**src/shared/cam_pkg.sv**
```systemverilog
// constants for the counter array module mode control block
package cam_pkg;

	// apb register byte offsets
	localparam logic [11:0] OFS_MODE   = 12'h000;
	localparam logic [11:0] OFS_CAPCMP = 12'h004;
	localparam logic [11:0] OFS_COUNT  = 12'h008;
	localparam logic [11:0] OFS_STATUS = 12'h00c;
	localparam logic [11:0] OFS_MASK   = 12'h010;

	// field positions of module_mode_register
	localparam int unsigned MODE_IRQ_EN = 0;
	localparam int unsigned MODE_PWM    = 1;
	localparam int unsigned MODE_TOG    = 2;
	localparam int unsigned MODE_MAT    = 3;
	localparam int unsigned MODE_FALL   = 4;
	localparam int unsigned MODE_RISE   = 5;
	localparam int unsigned MODE_CMP    = 6;
	localparam int unsigned MODE_RSVD   = 7;

	// implemented bits of the mode register, bit 7 excluded
	localparam logic [7:0] MODE_IMPL_MASK = 8'h7f;
	localparam logic [7:0] MODE_RST       = 8'h00;

	// status and mask layout
	localparam int unsigned ST_W       = 3;
	localparam int unsigned ST_EVENT   = 0;
	localparam int unsigned ST_MATCH   = 1;
	localparam int unsigned ST_CAPTURE = 2;
	localparam logic [2:0]  STATUS_RST = 3'h0;
	localparam logic [2:0]  MASK_RST   = 3'h1;

	// compare/capture register
	localparam int unsigned CNT_W      = 16;
	localparam int unsigned PWM_W      = 8;
	localparam logic [15:0] CAPCMP_RST = 16'h0000;

	// pin path reset level
	localparam logic PIN_RST = 1'b0;

	// apb response sequencer
	typedef enum logic [0:0] {
		CAM_APB_IDLE,
		CAM_APB_RESP
	} cam_apb_e;

endpackage

```
**src/rtl/cam_pin_sync.sv**
```systemverilog
// two-stage synchroniser and edge detector for the module pin input
module cam_pin_sync (
	input  wire logic i_sys_clk,
	input  wire logic i_resetn,
	input  wire logic i_clk_en,
	input  wire logic i_pin,
	output logic      o_level,
	output logic      o_rise,
	output logic      o_fall
);

	logic meta_r;
	logic sync_r;
	logic prev_r;

	// meta_r feeds only sync_r; edges compare sync_r with prev_r
	always_ff @(posedge i_sys_clk) begin
		if (!i_resetn) begin
			meta_r <= cam_pkg::PIN_RST;
			sync_r <= cam_pkg::PIN_RST;
			prev_r <= cam_pkg::PIN_RST;
		end else if (i_clk_en) begin
			meta_r <= i_pin;
			sync_r <= meta_r;
			prev_r <= sync_r;
		end
	end

	// edge pulses, one cycle each
	assign o_level = sync_r;
	assign o_rise  = sync_r & ~prev_r;
	assign o_fall  = ~sync_r & prev_r;

endmodule

```
**src/rtl/cam_top.sv**
```systemverilog
// compare/capture module with mode register, apb slave and interrupt
// Notes on behaviour
// - mode bit 7 is reserved, reads zero and changes nothing.
// - comparator_enable turns on counter versus compare/capture register comparison.
// - rise_capture_enable makes a rising pin edge a capture event.
// - fall_capture_enable makes a falling edge capture; both bits capture either edge.
// - match_flag_enable sets module_event_flag on a counter match, raising a request.
// - match_toggle_enable inverts the pin level on each counter match while pulse_width_output_enable is clear.
// - pulse_width_output_enable drives the pin as a pulse width output.
// - module_irq_enable lets a set module_event_flag raise the interrupt.
//
// Implementation choices: the APB register port and the register addresses.
module cam_top (
	input  wire logic        i_sys_clk,
	input  wire logic        i_resetn,
	input  wire logic        i_clk_en,
	// apb slave
	input  wire logic        i_psel,
	input  wire logic        i_penable,
	input  wire logic        i_pwrite,
	input  wire logic [11:0] i_paddr,
	input  wire logic [31:0] i_pwdata,
	input  wire logic [3:0]  i_pstrb,
	output logic      [31:0] o_prdata,
	output logic             o_pready,
	output logic             o_pslverr,
	// shared counter value, same clock domain
	input  wire logic [15:0] i_count_value,
	// module_io_pin as three signals
	input  wire logic        i_module_io_pin_in,
	output logic             o_module_io_pin_out,
	output logic             o_module_io_pin_oe,
	// level interrupt
	output logic             o_irq
);

	// bus side registers
	cam_pkg::cam_apb_e apb_st_r;
	cam_pkg::cam_apb_e apb_st_nxt;
	logic [31:0]       prdata_r;
	logic [31:0]       prdata_nxt;
	logic              pready_r;
	logic              pready_nxt;
	logic              pslverr_r;
	logic              pslverr_nxt;

	// configuration and status registers
	logic [7:0]        mode_r;
	logic [7:0]        mode_nxt;
	logic [15:0]       capcmp_r;
	logic [15:0]       capcmp_nxt;
	logic [2:0]        status_r;
	logic [2:0]        status_nxt;
	logic [2:0]        mask_r;
	logic [2:0]        mask_nxt;

	// comparator history, pin drive and interrupt registers
	logic              eq_prev_r;
	logic              toggle_r;
	logic              toggle_nxt;
	logic              pin_out_r;
	logic              pin_out_nxt;
	logic              pin_oe_r;
	logic              pin_oe_nxt;
	logic              irq_r;
	logic              irq_nxt;

	// synchronised pin edges; the level itself is not needed here
	wire pin_rise;
	wire pin_fall;

	// pin passes two flops before any edge is formed
	cam_pin_sync u_pin_sync (
		.i_sys_clk (i_sys_clk),
		.i_resetn  (i_resetn),
		.i_clk_en  (i_clk_en),
		.i_pin     (i_module_io_pin_in),
		.o_level   (),
		.o_rise    (pin_rise),
		.o_fall    (pin_fall)
	);

	// apb phase qualifiers
	wire apb_access = i_psel & i_penable;
	wire apb_start  = apb_access & (apb_st_r == cam_pkg::CAM_APB_IDLE);
	wire apb_done   = apb_access & (apb_st_r == cam_pkg::CAM_APB_RESP);
	wire wr_done    = apb_done & i_pwrite;
	wire rd_done    = apb_done & ~i_pwrite;

	// address decode
	wire sel_mode   = (i_paddr == cam_pkg::OFS_MODE);
	wire sel_capcmp = (i_paddr == cam_pkg::OFS_CAPCMP);
	wire sel_count  = (i_paddr == cam_pkg::OFS_COUNT);
	wire sel_status = (i_paddr == cam_pkg::OFS_STATUS);
	wire sel_mask   = (i_paddr == cam_pkg::OFS_MASK);
	wire sel_none   = ~(sel_mode | sel_capcmp | sel_count | sel_status | sel_mask);

	// write strobes per register and the status read strobe
	wire wr_mode    = wr_done & sel_mode & i_pstrb[0];
	wire wr_cap_lo  = wr_done & sel_capcmp & i_pstrb[0];
	wire wr_cap_hi  = wr_done & sel_capcmp & i_pstrb[1];
	wire wr_mask    = wr_done & sel_mask & i_pstrb[0];
	wire rd_status  = rd_done & sel_status;

	// mode field views
	wire cmp_en   = mode_r[cam_pkg::MODE_CMP];
	wire rise_en  = mode_r[cam_pkg::MODE_RISE];
	wire fall_en  = mode_r[cam_pkg::MODE_FALL];
	wire mat_en   = mode_r[cam_pkg::MODE_MAT];
	wire tog_en   = mode_r[cam_pkg::MODE_TOG];
	wire pwm_en   = mode_r[cam_pkg::MODE_PWM];
	wire irq_en   = mode_r[cam_pkg::MODE_IRQ_EN];

	// comparator: one match event when equality begins
	wire cnt_eq    = (i_count_value == capcmp_r);
	wire match_evt = cmp_en & cnt_eq & ~eq_prev_r;

	// capture on the enabled pin edges
	wire cap_rise = rise_en & pin_rise;
	wire cap_fall = fall_en & pin_fall;
	wire cap_evt  = cap_rise | cap_fall;

	// flag sources
	wire match_flag = match_evt & mat_en;
	wire [2:0] st_set = {cap_evt, match_flag, cap_evt | match_flag};
	wire [2:0] st_clr = rd_status ? {cam_pkg::ST_W{1'b1}} : 3'h0;

	// pulse width level from low counter byte against low register byte
	wire pwm_level = (i_count_value[cam_pkg::PWM_W-1:0] >= capcmp_r[cam_pkg::PWM_W-1:0]);

	// read data selection, reserved and unused bits read zero
	wire [31:0] rd_mux =
		sel_mode   ? {24'h000000, mode_r & cam_pkg::MODE_IMPL_MASK} :
		sel_capcmp ? {16'h0000, capcmp_r} :
		sel_count  ? {16'h0000, i_count_value} :
		sel_status ? {29'h00000000, status_r} :
		sel_mask   ? {29'h00000000, mask_r} :
		32'h00000000;

	// apb response sequencer, one wait state per access
	always_comb begin
		apb_st_nxt  = apb_st_r;
		pready_nxt  = 1'b0;
		prdata_nxt  = prdata_r;
		pslverr_nxt = 1'b0;
		case (apb_st_r)
			cam_pkg::CAM_APB_IDLE: begin
				if (apb_start) begin
					apb_st_nxt  = cam_pkg::CAM_APB_RESP;
					pready_nxt  = 1'b1;
					pslverr_nxt = sel_none;
					prdata_nxt  = i_pwrite ? 32'h00000000 : rd_mux;
				end
			end
			cam_pkg::CAM_APB_RESP: begin
				apb_st_nxt = cam_pkg::CAM_APB_IDLE;
			end
			default: begin
				apb_st_nxt = cam_pkg::CAM_APB_IDLE;
			end
		endcase
	end

	// mode register, reserved bit never stored
	assign mode_nxt = wr_mode ? (i_pwdata[7:0] & cam_pkg::MODE_IMPL_MASK) : mode_r;

	// compare/capture register, capture beats a software write
	always_comb begin
		capcmp_nxt = capcmp_r;
		if (wr_cap_lo) begin
			capcmp_nxt[7:0] = i_pwdata[7:0];
		end
		if (wr_cap_hi) begin
			capcmp_nxt[15:8] = i_pwdata[15:8];
		end
		if (cap_evt) begin
			capcmp_nxt = i_count_value;
		end
	end

	// sticky status, read clears, new event wins over the clear
	for (genvar b = 0; b < cam_pkg::ST_W; b++) begin : g_status
		assign status_nxt[b] = st_set[b] | (status_r[b] & ~st_clr[b]);
	end
	assign mask_nxt   = wr_mask ? i_pwdata[cam_pkg::ST_W-1:0] : mask_r;

	// interrupt only while the module irq enable is set
	assign irq_nxt = irq_en & (|(status_nxt & mask_nxt));

	// pin drive: pulse width mode first, else toggle state
	assign toggle_nxt  = toggle_r ^ (match_evt & tog_en);
	assign pin_out_nxt = pwm_en ? pwm_level : toggle_nxt;
	assign pin_oe_nxt  = pwm_en | tog_en;

	// bus sequencer and response flops
	always_ff @(posedge i_sys_clk) begin
		if (!i_resetn) begin
			apb_st_r  <= cam_pkg::CAM_APB_IDLE;
			pready_r  <= 1'b0;
			pslverr_r <= 1'b0;
		end else if (i_clk_en) begin
			apb_st_r  <= apb_st_nxt;
			pready_r  <= pready_nxt;
			pslverr_r <= pslverr_nxt;
		end
	end

	// read data flop
	always_ff @(posedge i_sys_clk) begin
		if (!i_resetn) begin
			prdata_r <= 32'h00000000;
		end else if (i_clk_en) begin
			prdata_r <= prdata_nxt;
		end
	end

	// mode register
	always_ff @(posedge i_sys_clk) begin
		if (!i_resetn) begin
			mode_r <= cam_pkg::MODE_RST;
		end else if (i_clk_en) begin
			mode_r <= mode_nxt;
		end
	end

	// compare/capture register
	always_ff @(posedge i_sys_clk) begin
		if (!i_resetn) begin
			capcmp_r <= cam_pkg::CAPCMP_RST;
		end else if (i_clk_en) begin
			capcmp_r <= capcmp_nxt;
		end
	end

	// sticky status register
	always_ff @(posedge i_sys_clk) begin
		if (!i_resetn) begin
			status_r <= cam_pkg::STATUS_RST;
		end else if (i_clk_en) begin
			status_r <= status_nxt;
		end
	end

	// interrupt mask register
	always_ff @(posedge i_sys_clk) begin
		if (!i_resetn) begin
			mask_r <= cam_pkg::MASK_RST;
		end else if (i_clk_en) begin
			mask_r <= mask_nxt;
		end
	end

	// level interrupt flop
	always_ff @(posedge i_sys_clk) begin
		if (!i_resetn) begin
			irq_r <= 1'b0;
		end else if (i_clk_en) begin
			irq_r <= irq_nxt;
		end
	end

	// comparator history, so a stalled counter matches once
	always_ff @(posedge i_sys_clk) begin
		if (!i_resetn) begin
			eq_prev_r <= 1'b0;
		end else if (i_clk_en) begin
			eq_prev_r <= cnt_eq;
		end
	end

	// toggle state, kept while toggling is disabled
	always_ff @(posedge i_sys_clk) begin
		if (!i_resetn) begin
			toggle_r <= cam_pkg::PIN_RST;
		end else if (i_clk_en) begin
			toggle_r <= toggle_nxt;
		end
	end

	// pin level flop
	always_ff @(posedge i_sys_clk) begin
		if (!i_resetn) begin
			pin_out_r <= cam_pkg::PIN_RST;
		end else if (i_clk_en) begin
			pin_out_r <= pin_out_nxt;
		end
	end

	// pin output enable flop
	always_ff @(posedge i_sys_clk) begin
		if (!i_resetn) begin
			pin_oe_r <= 1'b0;
		end else if (i_clk_en) begin
			pin_oe_r <= pin_oe_nxt;
		end
	end

	// outputs straight from flops
	assign o_prdata            = prdata_r;
	assign o_pready            = pready_r;
	assign o_pslverr           = pslverr_r;
	assign o_module_io_pin_out = pin_out_r;
	assign o_module_io_pin_oe  = pin_oe_r;
	assign o_irq               = irq_r;

endmodule

```
**config.mk**
```make
export PLATFORM = sky130hd
export DESIGN_NAME = cam_top
export DESIGN_NICKNAME = d
export VERILOG_FILES = /design/src/shared/cam_pkg.sv /design/src/rtl/cam_pin_sync.sv /design/src/rtl/cam_top.sv
export SDC_FILE = /design/constraint.sdc
export NUM_CORES = 1
export LEC_CHECK = 0
export ABC_AREA = 1
export BUFFER_PORTS_ARGS = -buffer_cell sky130_fd_sc_hd__buf_2
export CORE_MARGIN = 4
export CORE_UTILIZATION = 44
export DETAILED_ROUTE_END_ITERATION = 8
export MAX_ROUTING_LAYER = met4
export PLACE_DENSITY = 0.78
export SLEW_MARGIN = 20
export SYNTH_ARGS = -nofsm -noshare
export SYNTH_HDL_FRONTEND = slang
export SYNTH_HIERARCHICAL = 1
export SYNTH_SLANG_ARGS = --single-unit
```
**constraint.sdc**
```tcl
create_clock -name i_sys_clk -period 2 [get_ports i_sys_clk]
set_input_delay 0.4 -clock i_sys_clk [delete_from_list [all_inputs] [get_ports i_sys_clk]]
set_output_delay 0.4 -clock i_sys_clk [all_outputs]
set_load 0.02 [all_outputs]
```
==> results.sh <==
export IMPL_outcome="completed"
export IMPL_start_util_pct=45.1
export IMPL_dr_pass1_iters=6
export IMPL_ys_async_sr_fraction_pct=0
export IMPL_tritoncts="done"
export IMPL_design_core_area_mm2=0.00725
export IMPL_yosys_area_share_adder_pct=3.06
export IMPL_path_class="reg2reg"
export IMPL_drive_gt1_share_pct=22.6
export IMPL_fin_area_mm2=0.00381
export IMPL_grt_pass1_vias=2979
export IMPL_synth_top_family_by_area="simple AND/OR/NAND/NOR gates"
export IMPL_cap_violations=0
export IMPL_clkTransAtPathRegs_ns=0.10
export IMPL_yosys_area_share_simple_pct=25.8
export IMPL_crit_arrival_ns=1.97
export IMPL_final_common_cell="nand2_1"
export IMPL_grt_usage_pct=19.9
export IMPL_die_area_mm2=0.00889
export IMPL_die_y_um=94.3
export IMPL_nets=631
export IMPL_overflow=0
export IMPL_cp_required_ns=2.22
export IMPL_hold_buffers=0
export IMPL_drt_wl_total_mm=8.40
export IMPL_worstSkewPairLatency_ns=0.32
export IMPL_ys_seq_area_share_pct=33.6
export IMPL_place_area_mm2=0.00371
export IMPL_yosys_most_used_dff="dfxtp_1"
export IMPL_synth_compound_area_share_pct=21.5
export IMPL_synth_edf_count=0
export IMPL_drtIter0Drc=217
export IMPL_die_w_um=94.3
export IMPL_max_freq_mhz=572
export IMPL_num_vias=3306
export IMPL_fin_setup_tns_ns=0
export IMPL_power_density_mw_per_mm2=538
export IMPL_skew_ns=0.00714
export IMPL_grt_max_degree=31
export IMPL_min_path_type="in2reg"
export IMPL_cp_max_fo=3
export IMPL_ctsHtreeMaxLevel=2
export IMPL_vias_per_cell=5.07
export IMPL_grt_pass1_wl_mm=13.9
export IMPL_ys_seq_elements=55
export IMPL_dp_worst_setup_slack_ns=0.0540
export IMPL_cts_path_max_buffers=2
export IMPL_ir_drop_mv=0.247
export IMPL_critPathMaxStageDelay_ns=0.32
export IMPL_holdPathStages=3
export IMPL_cp_cell_sequence="inv_1 > ha_1 > nand2_1 > nor2_2 > nand4_1 > nor2_2 > and2_4 > nand3_1 > nand2_1 > nand3_1 > o211ai_1 > inv_1"
export IMPL_worstSetupEndpointType="register"
export IMPL_slew_viol_final=0
export IMPL_synthXorXnorAreaFrac_pct=1.07
export IMPL_hold_viol_final=0
export IMPL_rsz0062_at_grt="false"
export IMPL_cp_start_kind="register"
export IMPL_min_period_ns=1.75
export IMPL_syn_instance_count=479
export IMPL_muxShareOfSynthArea_pct=0
export IMPL_avgSynthCellArea_um2=6.84
export IMPL_p_leak_uw=0.00185
export IMPL_dpl_hpwl_mm=6.31
export IMPL_io_buffers=73
export IMPL_reg2regPathDepth=12
export IMPL_cts_made_buffers=5
export IMPL_cts_sinks=55
export IMPL_drc=0
export IMPL_crit_slowest_cell="dfxtp_1"
export IMPL_globalplace_congestion=0.876
export IMPL_clk_root_buffer_cell="clkbuf_8"
export IMPL_io_pins=108
export IMPL_hold_ws_ns=0.334
export IMPL_yosysWarnings=6
export IMPL_area_delta_synth_final_pct=16.3
export IMPL_antenna_found_initial=0
export IMPL_period_share_pct=87.4
export IMPL_ant_nets=0
export IMPL_synth_area_mm2=0.00327
export IMPL_setup_viol=0
export IMPL_yosysUniqueCellTypes=37
export IMPL_row_count=31
export IMPL_antennaDiodeCount=0
export IMPL_wl_per_cell_um=12.9
export IMPL_nFillCells=736
export IMPL_final_cell_mix="nand2_1 (101), buf_2 (73), inv_1 (69)"
export IMPL_setup_slack_ns=0.251
==> state kept, by name, summed over array words and instances, names as in the netlist <==
name                 cells
mode_r                   7
u_pin_sync/o_level       1
apb_st_r                 1
u_pin_sync/prev_r        1
u_pin_sync/meta_r        1
o_module_io_pin_oe       1
status_r                 3
eq_prev_r                1
mask_r                   3
capcmp_r                16
o_irq                    1
o_prdata                16
o_module_io_pin_out      1
toggle_r                 1
o_pslverr                1
==> final timing paths <==
path / endpoint / start / slack [ns]
worst min register to register: o_prdata[7] / o_prdata[7] / 0.47
worst max-delay path: toggle_r / capcmp_r[7] / 0.25
worst min-delay path: mode_r[5] / i_pwdata[5] / 0.33
worst max register to register: toggle_r / capcmp_r[7] / 0.25
==> area by class of cell <==
type | count | area (um^2) | share of cell area [%]
multi-input cells | 330 | 1750 | 46.0
flip-flops and latches | 55 | 1100 | 28.9
repair buffers | 83 | 453 | 11.9
inverters | 77 | 289 | 7.59
well taps | 99 | 124 | 3.25
clock buffers | 5 | 68.8 | 1.81
clock inverters | 3 | 22.5 | 0.591
==> through the flow <==
| step | total power [uW] | util, % | instances |
|---|---|---|---|
| 2_1_floorplan | 1340 | - | 494 |
| 3_3_place_gp | 1420 | 51.1 | 644 |
| 3_5_place_dp | 1430 | 51.1 | 644 |
| 4_1_cts | 2060 | 52.4 | 652 |
| 5_1_grt | 2150 | 52.5 | 652 |
| 6_report | 2050 | 52.5 | 652 |
==> cell usage after synthesis, types with 2 or more instances <==
| library cell | number | share of area [%] |
|---|---|---|
| nand2_1 | 101 | 12 |
| inv_1 | 69 | 7.9 |
| dfxtp_1 | 55 | 34 |
| a21oi_1 | 53 | 8.1 |
| o21ai_0 | 45 | 6.9 |
| nor2_1 | 29 | 3.3 |
| buf_4 | 16 | 3.7 |
| clkbuf_1 | 12 | 1.4 |
| nand3_1 | 12 | 1.8 |
| o22ai_1 | 11 | 2.1 |
| ha_1 | 8 | 3.1 |
| inv_2 | 8 | 0.92 |
| nor2_2 | 8 | 1.5 |
| o21ai_1 | 8 | 1.2 |
| nand4_1 | 6 | 1.1 |
| o221ai_1 | 4 | 1.1 |
| xnor2_1 | 4 | 1.1 |
| a31oi_1 | 3 | 0.57 |
| nand4_4 | 3 | 1.9 |
| buf_2 | 2 | 0.31 |
| buf_6 | 2 | 0.69 |
| nand2_2 | 2 | 0.38 |
| nand2_4 | 2 | 0.69 |
| nor3_4 | 2 | 0.99 |
| o211ai_1 | 2 | 0.46 |
==> logic make-up after synthesis <==
group	after synthesis
xor+xnor	4
buf+inv	109
fa+ha+maj	8
flops	55
compound gates	130
other cells	1
simple gates	172
==> worst max-delay path: cells and delay by family, from the launching register on <==
kind | cells | cell delay [ns]
AO/OA/AOI/OAI | 1 | 0.09
adder cells (fa/ha/maj) | 1 | 0.29
buffers and inverters | 2 | 0.11
flip-flops | 1 | 0.32
AND/OR/NAND/NOR | 8 | 0.84
==> metal layers <==
layer	global-route usage, %	up-vias	wire [um]
li1	-	1669	-
met1	25.9	1497	3710
met2	32.3	131	3940
met3	3.69	9	666
met4	4.45	0	80
met5	-	-	0
==> what timing repair did <==
item / 4_1_cts / 5_1_grt
setup endpoints to repair: 0 / 2
resized for setup: 0 / 3
setup buffers: 0 / 0
==> where the power goes <==
part / internal (uW) / switching (uW) / total, uW
sequential: 1110 / 8.69 / 1120
combinational: 103 / 183 / 286
clock: 252 / 390 / 642
(Power assumes the default switching activity.)
